===== src/core/sid_pkg.sv =====
package sid_pkg;

    // clock and blink timing
    localparam int unsigned CLK_FREQ_HZ = 100_000_000;
    localparam int unsigned FAST_HALF_MS = 125;
    localparam int unsigned SLOW_HALF_MS = 1000;
    localparam int unsigned FAST_HALF_CYC = FAST_HALF_MS * (CLK_FREQ_HZ / 1000);
    localparam int unsigned SLOW_PER_FAST = SLOW_HALF_MS / FAST_HALF_MS;
    localparam int unsigned PHASE_W = $clog2(SLOW_PER_FAST) + 1;

    // channel counts
    localparam int unsigned NUM_TX = 4;
    localparam int unsigned NUM_REFL = 2;
    localparam int unsigned NUM_PORTS = 2;

    // register map, byte offsets
    localparam logic [3:0] CTRL_OFS = 4'h0;
    localparam logic [3:0] LAMP_OFS = 4'h4;
    localparam logic [3:0] EVT_OFS = 4'h8;
    localparam logic [3:0] MASK_OFS = 4'hc;

    // control fields and reset value
    localparam int unsigned CTRL_ENABLE_BIT = 0;
    localparam int unsigned CTRL_TEST_BIT = 1;
    localparam logic [1:0] CTRL_RESET = 2'h1;

    // lamp state fields
    localparam int unsigned LAMP_HEALTH_BIT = 0;
    localparam int unsigned LAMP_FAULT_BIT = 1;
    localparam int unsigned LAMP_TX_BIT = 2;
    localparam int unsigned LAMP_REFL_BIT = 3;
    localparam int unsigned LAMP_PORT_GREEN_BIT = 4;
    localparam int unsigned LAMP_PORT_RED_BIT = 6;
    localparam int unsigned LAMP_W = 8;

    // event fields
    localparam int unsigned EVT_REPLACE_BIT = 0;
    localparam int unsigned EVT_LOCATE_BIT = 1;
    localparam int unsigned EVT_REFL_BIT = 2;
    localparam int unsigned EVT_PORT_FAULT_BIT = 3;
    localparam int unsigned EVT_PORT_LOCK_BIT = 5;
    localparam int unsigned EVT_W = 7;
    localparam logic [6:0] EVT_RESET = 7'h00;
    localparam logic [6:0] MASK_RESET = 7'h00;

    // lamp drive modes
    typedef enum logic [1:0] {
        MODE_OFF = 2'b00,
        MODE_ON = 2'b01,
        MODE_SLOW = 2'b10,
        MODE_FAST = 2'b11
    } sid_mode_t;

endpackage : sid_pkg


===== src/core/sid_blink_gen.sv =====
`timescale 1ns/100ps
`default_nettype none

module sid_blink_gen #(
    parameter int unsigned TICK_CYCLES = sid_pkg::FAST_HALF_CYC
) (
    // clock and reset
    input wire logic mclk,
    input wire logic srst,
    // blink phases, high means lit
    output logic fast_phase,
    output logic slow_phase
);

    localparam int unsigned CNT_W = $clog2(TICK_CYCLES + 1);
    localparam logic [CNT_W-1:0] TICK_LAST = CNT_W'(TICK_CYCLES - 1);

    logic [CNT_W-1:0] div_reg;
    logic [sid_pkg::PHASE_W-1:0] phase_reg;
    logic tick;

    assign tick = (div_reg == TICK_LAST);

    ////////////////////////////////////////////////////////////////////////
    // divider producing one tick per fast half period
    always_ff @(posedge mclk) begin
        if (srst || tick) begin
            div_reg <= '0;
        end else begin
            div_reg <= div_reg + 1'b1;
        end
    end

    // shared phase counter, starts dark after reset
    always_ff @(posedge mclk) begin
        if (srst) begin
            phase_reg <= '0;
        end else if (tick) begin
            phase_reg <= phase_reg + 1'b1;
        end
    end

    // bit 0 toggles each tick, top bit after eight ticks
    assign fast_phase = phase_reg[0];
    assign slow_phase = phase_reg[sid_pkg::PHASE_W-1];

endmodule : sid_blink_gen

`default_nettype wire


===== src/core/sid_status_lamps.sv =====
// Overview of operation
// - health steady when powered but faulty
// - health dark without supply or drive fault
// - health slow blink in normal operation
// - health fast blink while loading or unstarted
// - fault lamp steady on replace alarm
// - fault lamp slow blink on locate alarm
// - fault lamp dark without alarm
// - activity steady with tx while running, or while loading before start
// - activity slow blink with tx disabled while running
// - reflection lamp steady while any reflection alarm
// - port lamp green while link good
// - port lamp red on module fault
// - port lamp red blink on lock loss
// - port lamp dark when module absent
`timescale 1ns/100ps
`default_nettype none

module sid_status_lamps #(
    parameter int unsigned TICK_CYCLES = sid_pkg::FAST_HALF_CYC,
    parameter int unsigned NUM_TX = sid_pkg::NUM_TX,
    parameter int unsigned NUM_REFL = sid_pkg::NUM_REFL
) (
    // clock and reset
    input wire logic mclk,
    input wire logic srst,
    // register port
    input wire logic [3:0] reg_addr,
    input wire logic [31:0] reg_wdata,
    input wire logic reg_wr,
    input wire logic reg_rd,
    output logic [31:0] reg_rdata,
    // unit health conditions
    input wire logic power_ok,
    input wire logic drive_fault,
    input wire logic unit_fault,
    input wire logic sw_loading,
    input wire logic unit_started,
    // alarm conditions
    input wire logic replace_alarm,
    input wire logic locate_alarm,
    input wire logic [NUM_TX-1:0] tx_enable,
    input wire logic [NUM_REFL-1:0] reflection_alarm,
    // fronthaul port conditions
    input wire logic [sid_pkg::NUM_PORTS-1:0] module_present,
    input wire logic [sid_pkg::NUM_PORTS-1:0] module_powered,
    input wire logic [sid_pkg::NUM_PORTS-1:0] module_fault,
    input wire logic [sid_pkg::NUM_PORTS-1:0] lock_lost,
    input wire logic [sid_pkg::NUM_PORTS-1:0] link_up,
    // lamps, high means lit
    output logic health_lamp,
    output logic fault_lamp,
    output logic tx_activity_lamp,
    output logic reflection_alarm_lamp,
    output logic fronthaul_port0_lamp_green,
    output logic fronthaul_port0_lamp_red,
    output logic fronthaul_port1_lamp_green,
    output logic fronthaul_port1_lamp_red,
    // interrupt
    output logic irq
);

    // port count shorthand
    localparam int unsigned NP = sid_pkg::NUM_PORTS;

    // blink phases, control, events and lamp state
    logic fast_phase;
    logic slow_phase;
    logic [1:0] ctrl_reg;
    logic [sid_pkg::EVT_W-1:0] evt_reg;
    logic [sid_pkg::EVT_W-1:0] evt_next;
    logic [sid_pkg::EVT_W-1:0] mask_reg;
    logic [sid_pkg::EVT_W-1:0] cond_now;
    logic [sid_pkg::EVT_W-1:0] cond_reg;
    logic [31:0] rdata_next;
    logic [sid_pkg::LAMP_W-1:0] lamp_reg;
    logic [sid_pkg::LAMP_W-1:0] lamp_next;

    // per lamp drive modes
    sid_pkg::sid_mode_t health_mode;
    sid_pkg::sid_mode_t fault_mode;
    sid_pkg::sid_mode_t tx_mode;
    sid_pkg::sid_mode_t refl_mode;
    sid_pkg::sid_mode_t red_mode [NP];
    logic [NP-1:0] green_on;
    logic running;

    ////////////////////////////////////////////////////////////////////////
    // shared blink timing
    sid_blink_gen #(
        .TICK_CYCLES(TICK_CYCLES)
    ) u_blink (
        .mclk(mclk),
        .srst(srst),
        .fast_phase(fast_phase),
        .slow_phase(slow_phase)
    );

    // turns a drive mode into a lamp level
    function automatic logic mode_level(sid_pkg::sid_mode_t m, logic slow, logic fast);
        logic lvl;
        lvl = 1'b0;
        case (m)
            sid_pkg::MODE_OFF: lvl = 1'b0;
            sid_pkg::MODE_ON: lvl = 1'b1;
            sid_pkg::MODE_SLOW: lvl = slow;
            sid_pkg::MODE_FAST: lvl = fast;
            default: lvl = 1'b0;
        endcase
        return lvl;
    endfunction : mode_level

    ////////////////////////////////////////////////////////////////////////
    // health lamp, dark conditions take priority
    assign running = power_ok && unit_started && !unit_fault && !sw_loading;

    always_comb begin
        if (!power_ok || drive_fault) begin
            health_mode = sid_pkg::MODE_OFF;
        end else if (sw_loading || !unit_started) begin
            health_mode = sid_pkg::MODE_FAST;
        end else if (unit_fault) begin
            health_mode = sid_pkg::MODE_ON;
        end else begin
            health_mode = sid_pkg::MODE_SLOW;
        end
    end

    // fault lamp, replacement outranks location
    always_comb begin
        if (replace_alarm) begin
            fault_mode = sid_pkg::MODE_ON;
        end else if (locate_alarm) begin
            fault_mode = sid_pkg::MODE_SLOW;
        end else begin
            fault_mode = sid_pkg::MODE_OFF;
        end
    end

    // transmit activity lamp
    always_comb begin
        if (running && (|tx_enable)) begin
            tx_mode = sid_pkg::MODE_ON;
        end else if (power_ok && sw_loading && !unit_started) begin
            tx_mode = sid_pkg::MODE_ON;
        end else if (running) begin
            tx_mode = sid_pkg::MODE_SLOW;
        end else begin
            tx_mode = sid_pkg::MODE_OFF;
        end
    end

    // reflection lamp
    always_comb begin
        if (|reflection_alarm) begin
            refl_mode = sid_pkg::MODE_ON;
        end else begin
            refl_mode = sid_pkg::MODE_OFF;
        end
    end

    ////////////////////////////////////////////////////////////////////////
    // per port bicolour lamp decode
    generate
        for (genvar p = 0; p < NP; p++) begin : g_port
            always_comb begin
                green_on[p] = 1'b0;
                if (!module_present[p] || !module_powered[p]) begin
                    red_mode[p] = sid_pkg::MODE_OFF;
                end else if (module_fault[p]) begin
                    red_mode[p] = sid_pkg::MODE_ON;
                end else if (lock_lost[p]) begin
                    red_mode[p] = sid_pkg::MODE_SLOW;
                end else begin
                    red_mode[p] = sid_pkg::MODE_OFF;
                    green_on[p] = link_up[p];
                end
            end

            assign lamp_next[sid_pkg::LAMP_PORT_GREEN_BIT + p] =
                ctrl_reg[sid_pkg::CTRL_TEST_BIT] ||
                (ctrl_reg[sid_pkg::CTRL_ENABLE_BIT] && green_on[p]);
            assign lamp_next[sid_pkg::LAMP_PORT_RED_BIT + p] =
                ctrl_reg[sid_pkg::CTRL_TEST_BIT] ||
                (ctrl_reg[sid_pkg::CTRL_ENABLE_BIT] &&
                 mode_level(red_mode[p], slow_phase, fast_phase));
            assign cond_now[sid_pkg::EVT_PORT_FAULT_BIT + p] =
                module_present[p] && module_powered[p] && module_fault[p];
            assign cond_now[sid_pkg::EVT_PORT_LOCK_BIT + p] =
                module_present[p] && module_powered[p] && lock_lost[p];
        end
    endgenerate

    // single lamps with enable and test override
    assign lamp_next[sid_pkg::LAMP_HEALTH_BIT] =
        ctrl_reg[sid_pkg::CTRL_TEST_BIT] ||
        (ctrl_reg[sid_pkg::CTRL_ENABLE_BIT] && mode_level(health_mode, slow_phase, fast_phase));
    assign lamp_next[sid_pkg::LAMP_FAULT_BIT] =
        ctrl_reg[sid_pkg::CTRL_TEST_BIT] ||
        (ctrl_reg[sid_pkg::CTRL_ENABLE_BIT] && mode_level(fault_mode, slow_phase, fast_phase));
    assign lamp_next[sid_pkg::LAMP_TX_BIT] =
        ctrl_reg[sid_pkg::CTRL_TEST_BIT] ||
        (ctrl_reg[sid_pkg::CTRL_ENABLE_BIT] && mode_level(tx_mode, slow_phase, fast_phase));
    assign lamp_next[sid_pkg::LAMP_REFL_BIT] =
        ctrl_reg[sid_pkg::CTRL_TEST_BIT] ||
        (ctrl_reg[sid_pkg::CTRL_ENABLE_BIT] && mode_level(refl_mode, slow_phase, fast_phase));

    // lamp flops, all dark in reset
    always_ff @(posedge mclk) begin
        if (srst) begin
            lamp_reg <= '0;
        end else begin
            lamp_reg <= lamp_next;
        end
    end

    // lamp pins straight from the flops
    assign health_lamp = lamp_reg[sid_pkg::LAMP_HEALTH_BIT];
    assign fault_lamp = lamp_reg[sid_pkg::LAMP_FAULT_BIT];
    assign tx_activity_lamp = lamp_reg[sid_pkg::LAMP_TX_BIT];
    assign reflection_alarm_lamp = lamp_reg[sid_pkg::LAMP_REFL_BIT];
    assign fronthaul_port0_lamp_green = lamp_reg[sid_pkg::LAMP_PORT_GREEN_BIT];
    assign fronthaul_port1_lamp_green = lamp_reg[sid_pkg::LAMP_PORT_GREEN_BIT + 1];
    assign fronthaul_port0_lamp_red = lamp_reg[sid_pkg::LAMP_PORT_RED_BIT];
    assign fronthaul_port1_lamp_red = lamp_reg[sid_pkg::LAMP_PORT_RED_BIT + 1];

    ////////////////////////////////////////////////////////////////////////
    // alarm onsets become sticky events
    assign cond_now[sid_pkg::EVT_REPLACE_BIT] = replace_alarm;
    assign cond_now[sid_pkg::EVT_LOCATE_BIT] = locate_alarm;
    assign cond_now[sid_pkg::EVT_REFL_BIT] = |reflection_alarm;

    always_ff @(posedge mclk) begin
        if (srst) begin
            cond_reg <= '0;
        end else begin
            cond_reg <= cond_now;
        end
    end

    // set wins over a write-one clear
    always_comb begin
        evt_next = evt_reg;
        if (reg_wr && reg_addr == sid_pkg::EVT_OFS) begin
            evt_next = evt_reg & ~reg_wdata[sid_pkg::EVT_W-1:0];
        end
        evt_next = evt_next | (cond_now & ~cond_reg);
    end

    always_ff @(posedge mclk) begin
        if (srst) begin
            evt_reg <= sid_pkg::EVT_RESET;
        end else begin
            evt_reg <= evt_next;
        end
    end

    // level interrupt while an unmasked event is set
    assign irq = |(evt_reg & mask_reg);

    ////////////////////////////////////////////////////////////////////////
    // control and mask writes
    always_ff @(posedge mclk) begin
        if (srst) begin
            ctrl_reg <= sid_pkg::CTRL_RESET;
        end else if (reg_wr && reg_addr == sid_pkg::CTRL_OFS) begin
            ctrl_reg <= reg_wdata[1:0];
        end
    end

    always_ff @(posedge mclk) begin
        if (srst) begin
            mask_reg <= sid_pkg::MASK_RESET;
        end else if (reg_wr && reg_addr == sid_pkg::MASK_OFS) begin
            mask_reg <= reg_wdata[sid_pkg::EVT_W-1:0];
        end
    end

    // read mux, unmapped reads zero
    always_comb begin
        rdata_next = 32'h0000_0000;
        case (reg_addr)
            sid_pkg::CTRL_OFS: rdata_next = {30'h0, ctrl_reg};
            sid_pkg::LAMP_OFS: rdata_next = {24'h0, lamp_reg};
            sid_pkg::EVT_OFS: rdata_next = {25'h0, evt_reg};
            sid_pkg::MASK_OFS: rdata_next = {25'h0, mask_reg};
            default: rdata_next = 32'h0000_0000;
        endcase
    end

    // read data stands only in the cycle after the strobe
    always_ff @(posedge mclk) begin
        if (srst || !reg_rd) begin
            reg_rdata <= 32'h0000_0000;
        end else begin
            reg_rdata <= rdata_next;
        end
    end

endmodule : sid_status_lamps

`default_nettype wire


===== config.mk =====
export PLATFORM = sky130hd
export DESIGN_NAME = sid_status_lamps
export DESIGN_NICKNAME = d
export VERILOG_FILES = /design/src/core/sid_pkg.sv /design/src/core/sid_blink_gen.sv /design/src/core/sid_status_lamps.sv
export SDC_FILE = /design/constraint.sdc
export NUM_CORES = 1
export LEC_CHECK = 0
export ABC_AREA = 1
export BUFFER_PORTS_ARGS = -buffer_cell sky130_fd_sc_hd__buf_2
export CAP_MARGIN = 20
export CORE_MARGIN = 2
export CORE_UTILIZATION = 50
export CTS_BUF_LIST = sky130_fd_sc_hd__clkbuf_2
export CTS_CLUSTER_SIZE = 14
export DETAILED_ROUTE_END_ITERATION = 10
export GPL_ROUTABILITY_DRIVEN = 1
export PLACE_DENSITY_LB_ADDON = 0.15
export SLEW_MARGIN = 20
export SYNTH_ARGS = -nofsm -noshare
export SYNTH_HDL_FRONTEND = slang
export SYNTH_HIERARCHICAL = 1
export SYNTH_SLANG_ARGS = --single-unit
export TNS_END_PERCENT = 100

===== constraint.sdc =====
create_clock -name mclk -period 1.44 [get_ports mclk]
set_input_delay 0 -clock mclk [delete_from_list [all_inputs] [get_ports mclk]]
set_output_delay 0 -clock mclk [all_outputs]
set_load 0.05 [all_outputs]

==> results.md, run 1 <==
- The die boundary width is 87.1 um.
- The final reports fail on hold timing, setup timing.
- The count of nets left with antenna violations once routing finished came out at 0.
- The clock-pin slew of the registers on the worst-case setup and hold paths is 0.22 ns.
- The via count normalized by instance count is 5.08.
- The terminus of the critical flop-to-flop path is reg_rdata[2]$_SDFF_PP0_.
- The run finished, with violations left.
- The count of endpoints failing hold in the final timing report is 1.
- The starting density of the core is 51.1%.
- The critical path's slowest cell is sky130_fd_sc_hd__dfxtp_2.
- The pre-antenna-repair detailed-routing pass consisted of 4 iterations.
- The total wire length after detailed routing is 10.0 mm.
- The number of placed instances with taps included is 637.
- Yosys printed 6 warnings.
- Subtracting the final worst setup slack from the clock period gives 1.45 ns.
- The part of the total power dissipated in combinational logic is 16.3%.
- The critical path goes through nand2_1, o21ai_2, a21oi_2, nand2_1, buf_6.
- After detailed routing, the average wire length per cell comes to 13.8 um.
- Counting the buffers created by CTS gives 9.
- The full die area is 0.00759 mm2.
- The launching point of the worst reg2reg path is evt_reg[2]$_SDFF_PP0_.
- The repair_antennas step left the layout with diodes totalling 0.
- The largest net degree at the start of global routing is 24.
- Synthesis inferred 67 register bits.
- The clock passes through at most 2 buffers.
- The number of cells produced by synthesis is 504.
- Input and output buffers added on the ports amount to 54.
- The number of flops mapped to enable cells by yosys is 0.
- For hold timing, the worst endpoint is mask_reg[1]$_SDFFE_PP0P_.
- The total number of nets in the final design is 708.
- Setup violations remaining at the end of the flow were counted as 1.
- The average instance in the mapped netlist occupies 6.85 um2.
- The final period utilization is 101%.
- Leaving out fill and tap cells, the most frequent cell in the layout is sky130_fd_sc_hd__nand2_1.
- The library cell with the largest summed area after synthesis is sky130_fd_sc_hd__dfxtp_1.
- The total area inside the core boundary comes to 0.00676 mm2.
- The met1 demand-to-capacity share in global routing is 26.9%.
- The global-route usage over all layers is 25.9%.
- TritonCTS built the clock tree.
- Compared with the post-synthesis result, the final layout area differs by 36.0%.
- The fraction of post-synthesis cell area in the top cell type by area is 38.8%.
- The peak supply drop is 0.000546 V.
- In this run switching power makes up 31.3% of total power.
- Summing over every cut layer, the via total after detailed routing is 3699.
- The via count of the first global-routing pass is 3486.
- Static timing analysis puts the maximum clock frequency at 689 MHz.
- At the worst endpoint, the required time is 1.44 ns.
- The cell occurring most often along the worst timing path is sky130_fd_sc_hd__nand2_1.
- Setup repair after global routing could not meet its margin everywhere.
- The clock network power share is 31.0%.
- The top cell types in the final layout, fill and taps aside, are sky130_fd_sc_hd__nand2_1, sky130_fd_sc_hd__nor2_1, sky130_fd_sc_hd__dlygate4sd3_1.
- The clock latency at the later pin of the worst-skew pair is 0.51 ns.
- The worst setup path is launched from a flip-flop.
- After detailed routing, the number of remaining DRC violations is 0.
- The count of fill cells added during filler insertion is 573.
- The global routing usage on met2 is 48.1%.
- The met3 capacity usage during global routing is 7.11%.
- The number of cells in the finished layout apart from fillers is 728.
- The post-synth design cell area is 0.00345 mm2.
- At the worst endpoint, the arrival time is 1.45 ns.
- Clock skew on the completed layout was measured at 0.0331 ns.
- The delay of the slowest critical-path stage is 0.37 ns.
- The final max-slew violation count is 0.
- The weighted congestion at the end of routability-driven global placement is 0.842.
- Max-cap violations in this run came to 0.
- The worst hold path belongs to the class input port to flip-flop.
- In this run the count of I/O pins placed on the die edge is 104.
- The routing layer with the top usage in global route is met2.
- The register with the most flip-flops in the layout has 24 of them.
- In this run, the number of DRC markers left after iteration 0 of detailed routing was 170.
- The share of total power dissipated in sequential elements is 52.6%.
- The number of antenna violations at the first check in global routing was 0.
- Cell internal power was estimated by the tool at 0.00253 W.
- The worst hold path passes through 6 cells.
- Hold timing on the final database bottoms out at a slack of -0.0263 ns.
- The overall power is 0.00368 W.
- Of all flip-flops after synthesis, the portion carrying an async set or reset was 0%.
- The root buffer cell is sky130_fd_sc_hd__clkbuf_2.
- The floorplan die height is 87.1 um.
- The critical path capture point type is a primary output.
- The final worst slack is -0.0118 ns.
- Synthesis instantiated 34 different standard cells from the library.
- After floorplanning, the core was divided into 30 placement rows.
- The CTS sink count is 67.
- In this run the number of H-tree levels came out at 3.
- Of all nets on the critical path, the largest fanout is 2.
- The overall overflow remaining after global route is 0.
- The layout cell share with drive strength beyond 1 is 25.3%.
- The worst hold path startpoint is reg_addr[1].
- The power dissipated by switching net loads is 0.00115 W.
- Of the synthesized area, sequential elements account for 38.8%.
- The first global-routing pass estimated 15.4 mm of wire.
- By area the synthesized netlist is led by sky130_fd_sc_hd__dfxtp_1, sky130_fd_sc_hd__nand2_1, sky130_fd_sc_hd__nor2_1.
- The setup path with the least slack is of type flip-flop to primary output.
- In this run the register-to-register setup slack is 0.01 ns.
- The cell leakage power is 2.12 nW.
- For this run, the leading register cell type out of synthesis is sky130_fd_sc_hd__dfxtp_1.
- The number of cells on the worst reg-to-reg path is 6.
- For this design the ratio of total power to cell area is 783 mW/mm2.
- The placed wire-length estimate after detailed placement is 5.86 mm.
[how the worst max path moves through the flow]
stage                                  startpoint                              to  slack [ns]
finish                      evt_reg[2]$_SDFF_PP0_                             irq       -0.01
global route             mask_reg[2]$_SDFFE_PP0P_                             irq       -0.09
CTS                 u_blink/div_reg[0]$_SDFF_PP0_  u_blink/div_reg[18]$_SDFF_PP0_       -0.02
detailed placement  u_blink/div_reg[0]$_SDFF_PP0_  u_blink/div_reg[22]$_SDFF_PP0_       -0.03
global placement    u_blink/div_reg[0]$_SDFF_PP0_  u_blink/div_reg[20]$_SDFF_PP0_        0.04
floorplan           u_blink/div_reg[0]$_SDFF_PP0_  u_blink/div_reg[16]$_SDFF_PP0_        0.14
[critical path: cells and delay by family (launching register included)]
| family | cells | cell delay [ns] |
|---|---|---|
| AND/OR/NAND/NOR | 2 | 0.18 |
| flip-flops | 1 | 0.37 |
| AO/OA/AOI/OAI | 2 | 0.23 |
| buffers and inverters | 1 | 0.16 |
[final cells by class]
cell class | instances | area [um2] | share of cell area [%]
Tap cell | 80 | 100 | 2.13
Inverter | 61 | 230 | 4.90
Sequential cell | 67 | 1370 | 29.1
Timing Repair Buffer | 136 | 1050 | 22.4
Clock inverter | 7 | 76.3 | 1.62
Multi-Input combinational cell | 368 | 1830 | 38.9
Clock buffer | 9 | 45.0 | 0.959
[power groups by stage]
stage	Clock [W]	Sequential [W]	Combinational, W
2_1_floorplan	0	0.00200	0.000348
3_3_place_gp	0	0.00197	0.000435
3_5_place_dp	0	0.00197	0.000441
4_1_cts	0.00117	0.00193	0.000548
5_1_grt	0.00123	0.00194	0.000641
6_report	0.00114	0.00194	0.000600
[through the flow]
stage	TNS, ns	hold slack (ns)	util (%)	instance area, um2	setup slack, ns
floorplan	0	0.0691	-	3540	0.143
global placement	0	0.243	55.1	3720	0.0394
detailed placement	-0.151	0.249	55.1	3720	-0.0297
CTS	-0.0288	0.0643	67.3	4550	-0.0166
global route	-0.204	0.00103	69.5	4700	-0.0882
finish	-0.0118	-0.0263	69.5	4700	-0.0118
[Yosys cell counts, drive strengths merged, types with 2 or more instances]
cell type and n:
buf 31, o21ai 7, o21bai 4, nor2 99
xor2 5, o31ai 2, nand2 125, o22ai 2
inv 59, nor3 10, or2 5, nand3 51
nand3b 2, nand4 7, dfxtp 67, ha 2
clkinv 2, xnor2 3, a21oi 18
[cell families (layout without fill, tap and decap cells)]
kind of cell	Yosys count	after routing	synth area share [%]
xor gates and xnor gates	8	8	2.03
and+or+nand+nor	300	301	39.2
buffers and inverters	93	213	13.8
adders and majority gates	2	2	0.724
other	1	24	0.109
DFF	67	67	38.8
AOI/OAI and AO/OA	33	33	5.29
[routing by layer]
| layer | wire, um | vias to the layer above |
|---|---|---|
| li1 | - | 1801 |
| met4 | 387 | 0 |
| met5 | 0 | - |
| met2 | 5200 | 159 |
| met1 | 3810 | 1701 |
| met3 | 613 | 38 |
[repair_timing]
action	CTS	global route
pin swaps	2	9
hold buffers	65	1
gates resized for setup	11	42
buffers inserted	3	8
endpoints found under the hold margin	44	1
gates cloned	0	1
setup endpoints to repair	25	34
Note: power is estimated with default switching activity, not from simulation.
==> inputs of run 2 (changes only) <==
--- a/config.mk
+++ b/config.mk
@@ -14,6 +14,7 @@
 export CTS_CLUSTER_SIZE = 14
 export DETAILED_ROUTE_END_ITERATION = 10
 export GPL_ROUTABILITY_DRIVEN = 1
+export HOLD_SLACK_MARGIN = 0.08
 export PLACE_DENSITY_LB_ADDON = 0.15
 export SLEW_MARGIN = 20
 export SYNTH_ARGS = -nofsm -noshare
==> run 2 against run 1 <==
Effect of this change:
- the flow finishes with violations (setup timing)
- register-to-register slack better by 0.04 ns
- worst hold slack improved by 0.17 ns
- first-iteration DRC count shrank 14%
- clock power is essentially flat
- die area is the same
- combinational power is 3% higher
- global-route usage rose by 0.46 points
- largest power group unchanged
==> results.md, run 2 (synthesis results as in run 1) <==
- The worst hold path begins at reg_addr[1].
- The antenna diode count is 0 (unchanged).
- The shortest period the worst path allows came to 1.44 ns (-0.00841 ns).
- The run finished, with violations left.
- The clock-pin slew of the registers on the worst-case setup and hold paths came to 0.22 ns (about the same).
- The maximum fanout encountered on the critical timing path is 2 (unchanged).
- The final clock skew is 0.0251 ns (-0.00801 ns).
- The global-route wire length before repair is 15.7 mm (+1.7%).
- The count of H-tree levels built during CTS was 3 (unchanged).
- The number of DRC markers in iteration 0 is 146 (-14%).
- The setup path with the least slack is of type flip-flop to primary output.
- The final worst slack is -0.00337 ns (+0.00841 ns).
- The leading cell type in the layout, fill and taps excluded is sky130_fd_sc_hd__nand2_1.
- The required arrival time at the worst endpoint is 1.44 ns (about the same).
- The overall overflow remaining after global route is 0 (unchanged).
- The worst register-to-register path begins at mask_reg[2]$_SDFFE_PP0P_.
- The count of endpoints failing hold in the final timing report is 0 (-1).
- The slowest stage of the critical path is the sky130_fd_sc_hd__dfxtp_2 cell.
- The flip-flop count of the largest register after layout was 24 (unchanged).
- The cell area after layout is 0.00478 mm2 (+1.7%).
- The final reports fail on setup timing.
- The critical path capture point type is a primary output.
- The total number of nets in the final design is 716 (+1.1%).
- The setup violation total in the final timing report is 1 (unchanged).
- The worst min-delay path category is input port to flip-flop.
- The maximum clock frequency was 693 MHz (+0.58%).
- The delay of the slowest critical-path stage is 0.37 ns (about the same).
- The buffers plus inverters on the worst setup path is 1 (unchanged).
- The worst setup slack for register-to-register paths is 0.05 ns (+0.04 ns).
- The total stage count of the critical path is 5 (unchanged).
- The DRC violation count after routing is 0 (unchanged).
- The clock latency at the later pin of the worst-skew pair was 0.51 ns (about the same).
- The routed wire length per instance is 13.8 um (+0.50%).
- The placeable core region is 0.00676 mm2 (unchanged).
- The total wire length after detailed routing is 10.2 mm (+1.6%).
- The number of core rows was 30 (unchanged).
- The minimum setup slack after placement is -0.0297 ns (unchanged).
- The worst reg-to-reg path cell count is 6 (unchanged).
- The global routing usage on met2 is 49.1% (+0.97 points).
- The aggregate negative setup slack was -0.00337 ns (+0.00841 ns).
- The largest net degree at the start of global routing is 24 (unchanged).
- The root buffer cell is sky130_fd_sc_hd__clkbuf_2.
- The count of maximum capacitance violations was 0 (unchanged).
- In the layout the commonest cells are sky130_fd_sc_hd__nand2_1, sky130_fd_sc_hd__nor2_1, sky130_fd_sc_hd__dlygate4sd3_1.
- The cell class contributing the biggest share of worst-path delay is flip-flops.
- The count of antenna-violating nets left after detailed routing is 0 (unchanged).
- The cell leakage power is 2.16 nW (+1.8%).
- The full die area is 0.00759 mm2 (unchanged).
- The via count normalized by instance count is 5.10 (+0.30%).
- The worst register-to-register path ends at reg_rdata[2]$_SDFF_PP0_.
- The number of buffers created by CTS is 9 (unchanged).
- STA classifies the critical path startpoint as a flip-flop.
- The area growth from synthesis to layout is 38.3%.
- The count of TritonRoute iterations in the first routing pass came to 6 (+2).
- The final period utilization is 100% (-0.58 points).
- The CTS tree is yes.
- Counting stages on the worst path, the most repeated cell is sky130_fd_sc_hd__nand2_1.
- The sink of the worst hold path is reg_rdata[4]$_SDFF_PP0_.
- Setup repair after global routing could not meet its margin everywhere.
- The total I/O pin count is 104 (unchanged).
- The global-route usage over all layers was 26.3% (+0.46 points).
- The placed cell area is 0.00372 mm2 (unchanged).
- The routing layer with the top usage in global route is met2.
- The number of antenna violations at the first check in global routing is 0 (unchanged).
- The weighted congestion at the end of routability-driven global placement was 0.842 (unchanged).
- The placed wire-length estimate after detailed placement is 5.86 mm (unchanged).
- The endpoint arrival time on the critical path is 1.44 ns (about the same).
- The met3 capacity usage during global routing is 7.20% (+0.095 points).
- The depth of the worst hold-timing path is 7 (+1).
- The share of the core filled with cells came to 70.7% (+1.2 points).
- The peak supply drop was 0.000545 V (about the same).
- The count of vias placed by the detailed router was 3751 (+1.4%).
- The met1 demand-to-capacity share in global routing came to 27.1% (+0.24 points).
- The maximum buffer depth of the clock tree is 2 (unchanged).
- The count of fill cells added during filler insertion is 550 (-4.0%).
- The via count of the first global-routing pass is 3552 (+1.9%).
- The die boundary width is 87.1 um (unchanged).
- The quantity of I/O buffers inserted on ports is 54 (unchanged).
- The floorplan die height is 87.1 um (unchanged).
- The CTS sink count is 67 (unchanged).
- The layout cell share with drive strength beyond 1 is 25.0% (-0.31 points).
- The worst hold slack is 0.139 ns (+0.165 ns).
- The final max-slew violation count is 0 (unchanged).
- The power per unit of standard cell area was 773 mW/mm2 (-1.2%).
- The starting density of the core is 51.1% (unchanged).
- The critical path goes through nand2_1, o21ai_2, a21oi_2, nand2_1, buf_6.
run 2: cell types whose count changed in the layout (fill, tap and decap cells not counted):
cell | previous run | this run
sky130_fd_sc_hd__dlygate4sd3_1 | 62 | 70
run 2: layer usage:
metal	share of wire, %	wire length [um]
met5	0	0
met4	4.5	454
met3	6.0	609
met2	52	5260
met1	38	3850
run 2: worst min-delay path: stages:
cell	delay, ns
sky130_fd_sc_hd__buf_2	0.13
sky130_fd_sc_hd__nor2_4	0.07
sky130_fd_sc_hd__buf_4	0.20
sky130_fd_sc_hd__nand3_1	0.09
sky130_fd_sc_hd__nand3_1	0.06
sky130_fd_sc_hd__nand2_1	0.06
sky130_fd_sc_hd__inv_1	0.03
run 2: how the worst max path moves through the flow:
stage                                   from                        endpoint  slack [ns]
2_1_floorplan  u_blink/div_reg[0]$_SDFF_PP0_  u_blink/div_reg[16]$_SDFF_PP0_        0.14
3_5_place_dp   u_blink/div_reg[0]$_SDFF_PP0_  u_blink/div_reg[22]$_SDFF_PP0_       -0.03
4_1_cts        u_blink/div_reg[0]$_SDFF_PP0_  u_blink/div_reg[18]$_SDFF_PP0_       -0.02
6_report               evt_reg[2]$_SDFF_PP0_                             irq      -0.003
3_3_place_gp   u_blink/div_reg[0]$_SDFF_PP0_  u_blink/div_reg[20]$_SDFF_PP0_        0.04
5_1_grt             mask_reg[2]$_SDFFE_PP0P_                             irq       -0.07
run 2: where the power goes:
group / internal, W / switching [W] / total, W
Clock: 0.000412 / 0.000730 / 0.00114
Combinational: 0.000220 / 0.000396 / 0.000616
Sequential: 0.00191 / 0.0000308 / 0.00194
Total: 0.00254 / 0.00116 / 0.00369
run 2: cell type report:
class | count | area, um2 | share of cell area (%)
clock buffer | 9 | 45.0 | 0.943
sequential | 67 | 1370 | 28.6
clock inverter | 7 | 76.3 | 1.60
inverter | 61 | 230 | 4.82
tap | 80 | 100 | 2.09
multi-input combinational | 368 | 1830 | 38.2
timing repair buffer | 144 | 1130 | 23.7
run 2: timing repair:
item | in CTS | in global routing
hold endpoints to repair | 67 | 6
hold buffers | 70 | 5
setup endpoints to repair | 25 | 36
pin swaps | 2 | 9
buffers inserted | 3 | 8
cloned | 0 | 1
resized for setup | 11 | 42
run 2: metrics by stage:
stage,total power [W],std cells
floorplan,0.00234,527
global placement,0.00240,637
detailed placement,0.00241,637
CTS,0.00366,726
global route,0.00383,736
finish,0.00369,736
==> inputs of run 3 (changes only) <==
--- a/config.mk
+++ b/config.mk
@@ -10,7 +10,6 @@
 export CAP_MARGIN = 20
 export CORE_MARGIN = 2
 export CORE_UTILIZATION = 50
-export CTS_BUF_LIST = sky130_fd_sc_hd__clkbuf_2
 export CTS_CLUSTER_SIZE = 14
 export DETAILED_ROUTE_END_ITERATION = 10
 export GPL_ROUTABILITY_DRIVEN = 1
==> run 3 against run 2 <==
Effect of this change:
- the run now ends clean
- register-to-register slack improved by 0.04 ns
- first-iteration DRC count is 14% lower
- sequential cell count stayed put
- via count shrank 9.8%
- final area shrank 7.5%
- power up 9.6%
- critical endpoint is now evt_reg[4]$_SDFF_PP0_
==> results.md, run 3 (synthesis results as in run 1) <==
- The flow ran to the end, and the final reports show no timing, DRC or antenna violations.
- The cell leakage power was 1.97 nW (-8.7%).
- The weighted congestion at the end of routability-driven global placement is 0.842 (unchanged).
- The maximum buffer depth of the clock tree is 2 (unchanged).
- The leading cell type in the layout, fill and taps excluded is sky130_fd_sc_hd__nand2_1.
- The clock latency at the later pin of the worst-skew pair is 0.35 ns (-0.16 ns).
- The CTS tree is yes.
- The count of fill cells added during filler insertion is 611 (+11%).
- The CTS sink count was 67 (unchanged).
- The total number of nets in the final design is 674 (-5.9%).
- The worst setup slack for register-to-register paths is 0.09 ns (+0.04 ns).
- The shortest period the worst path allows came to 1.41 ns (-0.0364 ns).
- The most numerous cell type found on the critical path is sky130_fd_sc_hd__nand2_1.
- The via count normalized by instance count came to 4.88 (-4.3%).
- The count of H-tree levels built during CTS is 3 (unchanged).
- The library cells used most frequently in the layout, excluding fill and tap cells, are sky130_fd_sc_hd__nand2_1, sky130_fd_sc_hd__nor2_1, sky130_fd_sc_hd__dfxtp_1.
- The amount of wire on met2 after detailed routing was 4.55 mm (-14%).
- The die boundary width was 87.1 um (unchanged).
- The clock-pin slew of the registers on the worst-case setup and hold paths is 0.08 ns (-0.14 ns).
- The layout cell share with drive strength beyond 1 is 21.2% (-3.8 points).
- The final clock skew is 0.00982 ns (-0.0153 ns).
- The largest net degree at the start of global routing is 24 (unchanged).
- The peak supply drop is 0.000657 V (+20%).
- The count of maximum capacitance violations came to 0 (unchanged).
- The highest signal layer in the routed design is met4.
- The final max-slew violation count was 0 (unchanged).
- The number of core rows was 30 (unchanged).
- The count of antenna-violating nets left after detailed routing was 0 (unchanged).
- The placed wire-length estimate after detailed placement is 5.86 mm (unchanged).
- The final period utilization is 97.7% (-2.5 points).
- Broken down by cell family, the worst path's largest delay share belongs to buffers and inverters.
- The clock network power share is 39.0% (+8.1 points).
- The number of antenna violations at the first check in global routing came to 0 (unchanged).
- The worst setup path is captured at a flip-flop.
- The floorplan die height is 87.1 um (unchanged).
- The worst setup path is launched from an input port.
- The met3 wire length is 422 um (-31%).
- The overall power was 0.00405 W (+9.6%).
- The global-route usage over all layers was 24.0% (-2.4 points).
- The count of TritonRoute iterations in the first routing pass came to 6 (unchanged).
- The endpoint arrival time on the critical path is 1.71 ns (+0.27 ns).
- The number of buffers created by CTS is 9 (unchanged).
- The starting density of the core is 51.1% (unchanged).
- The count of endpoints failing hold in the final timing report is 0 (unchanged).
- The number of DRC markers in iteration 0 is 126 (-14%).
- Compared with the post-synthesis result, the final layout area differs by 28.0%.
- The overall overflow remaining after global route is 0 (unchanged).
- The power per unit of standard cell area is 916 mW/mm2 (+18%).
- The part of the total power dissipated in combinational logic is 13.4% (-3.3 points).
- The maximum fanout encountered on the critical timing path is 3 (+1).
- The internal power is 0.00288 W (+14%).
- The placeable core region is 0.00676 mm2 (unchanged).
- The aggregate negative setup slack was 0 ns (+0.00337 ns).
- The critical path's slowest cell is sky130_fd_sc_hd__dlygate4sd3_1.
- The total wire length after detailed routing is 8.72 mm (-14%).
- The quantity of I/O buffers inserted on ports came to 54 (unchanged).
- The maximum clock frequency is 711 MHz (+2.6%).
- The via count of the first global-routing pass is 3311 (-6.8%).
- The critical path is of the input port to flip-flop type.
- The power dissipated by switching net loads is 0.00117 W (+0.87%).
- The DRC violation count after routing is 0 (unchanged).
- The root buffer cell is sky130_fd_sc_hd__clkbuf_8.
- The full die area is 0.00759 mm2 (unchanged).
- The wire length on met1 was 3.58 mm (-7.0%).
- The delay of the slowest critical-path stage came to 0.63 ns (+0.26 ns).
- The sequential share of power is 47.6% (-4.8 points).
- The count of vias placed by the detailed router is 3385 (-9.8%).
- The worst hold slack is 0.110 ns (-0.0295 ns).
- The net switching share of the total power was 28.8% (-2.5 points).
- The buffers plus inverters on the worst setup path came to 3 (+2).
- The total I/O pin count is 104 (unchanged).
- The setup violation total in the final timing report is 0 (-1).
- The worst min-delay path category is input port to flip-flop.
- The required arrival time at the worst endpoint came to 1.74 ns (+0.30 ns).
- The antenna diode count is 0 (unchanged).
- The global-route wire length before repair is 14.2 mm (-9.3%).
- Walking the worst path, the cells encountered are dlygate4sd3_1, buf_2, nand2_1, dlygate4sd3_1, nor3_2, nand2_1, nand2_1.
- The flip-flop count of the largest register after layout was 24 (unchanged).
- The routed wire length per instance was 12.6 um (-9.0%).
[run 3: per-layer routing]
layer | track usage [%] | up-vias
met5 | 0 | -
met4 | 9.51 | 0
met3 | 7.11 | 17
met2 | 43.8 | 105
met1 | 25.8 | 1526
li1 | - | 1737
[run 3: per-stage QoR]
step | setup WS [ns] | cell area (um2) | util (%) | cells
2_1_floorplan | 0.143 | 3540 | - | 527
3_3_place_gp | 0.0394 | 3720 | 55.1 | 637
3_5_place_dp | -0.0297 | 3720 | 55.1 | 637
4_1_cts | 0.0163 | 4360 | 64.5 | 694
5_1_grt | -0.0107 | 4420 | 65.4 | 694
6_report | 0.0330 | 4420 | 65.4 | 694
[run 3: tightest hold or removal path: cells and delay by family]
family / cells / cell delay (ns)
AOI/OAI and AO/OA: 1 / 0.06
and+or+nand+nor: 4 / 0.24
buffers and inverters: 1 / 0.10
[run 3: final timing paths]
kind / start / to / cells past startpoint
setup reg to reg: u_blink/div_reg[0]$_SDFF_PP0_ / u_blink/phase_reg[1]$_SDFFE_PP0N_ / 7
hold / removal: reg_addr[0] / ctrl_reg[1]$_SDFFE_PP0P_ / 6
hold reg to reg: cond_reg[0]$_SDFF_PP0_ / evt_reg[0]$_SDFF_PP0_ / 3
setup / recovery: module_powered[1] / evt_reg[4]$_SDFF_PP0_ / 7
[run 3: power groups by stage]
stage	registers (W)	logic [W]	clock network, W
finish	0.00193	0.000542	0.00158
detailed placement	0.00197	0.000441	0
global placement	0.00197	0.000435	0
CTS	0.00192	0.000527	0.00161
global route	0.00193	0.000584	0.00169
floorplan	0.00200	0.000348	0
[run 3: area by class of cell]
class	count	area (um2)	share of cell area (%)
multi-input cells	367	1800	40.7
repair buffers	103	741	16.8
clock buffers	9	124	2.80
well taps	80	100	2.26
inverters	61	230	5.21
flip-flops and latches	67	1350	30.5
clock inverters	7	76.3	1.73
[run 3: repair_timing]
action | in CTS | in global routing
pin swaps | 2 | 6
hold buffers | 41 | 0
resized for setup | 4 | 22
endpoints found under the hold margin | 41 | 0
setup buffers | 0 | 2
setup endpoints to repair | 23 | 35
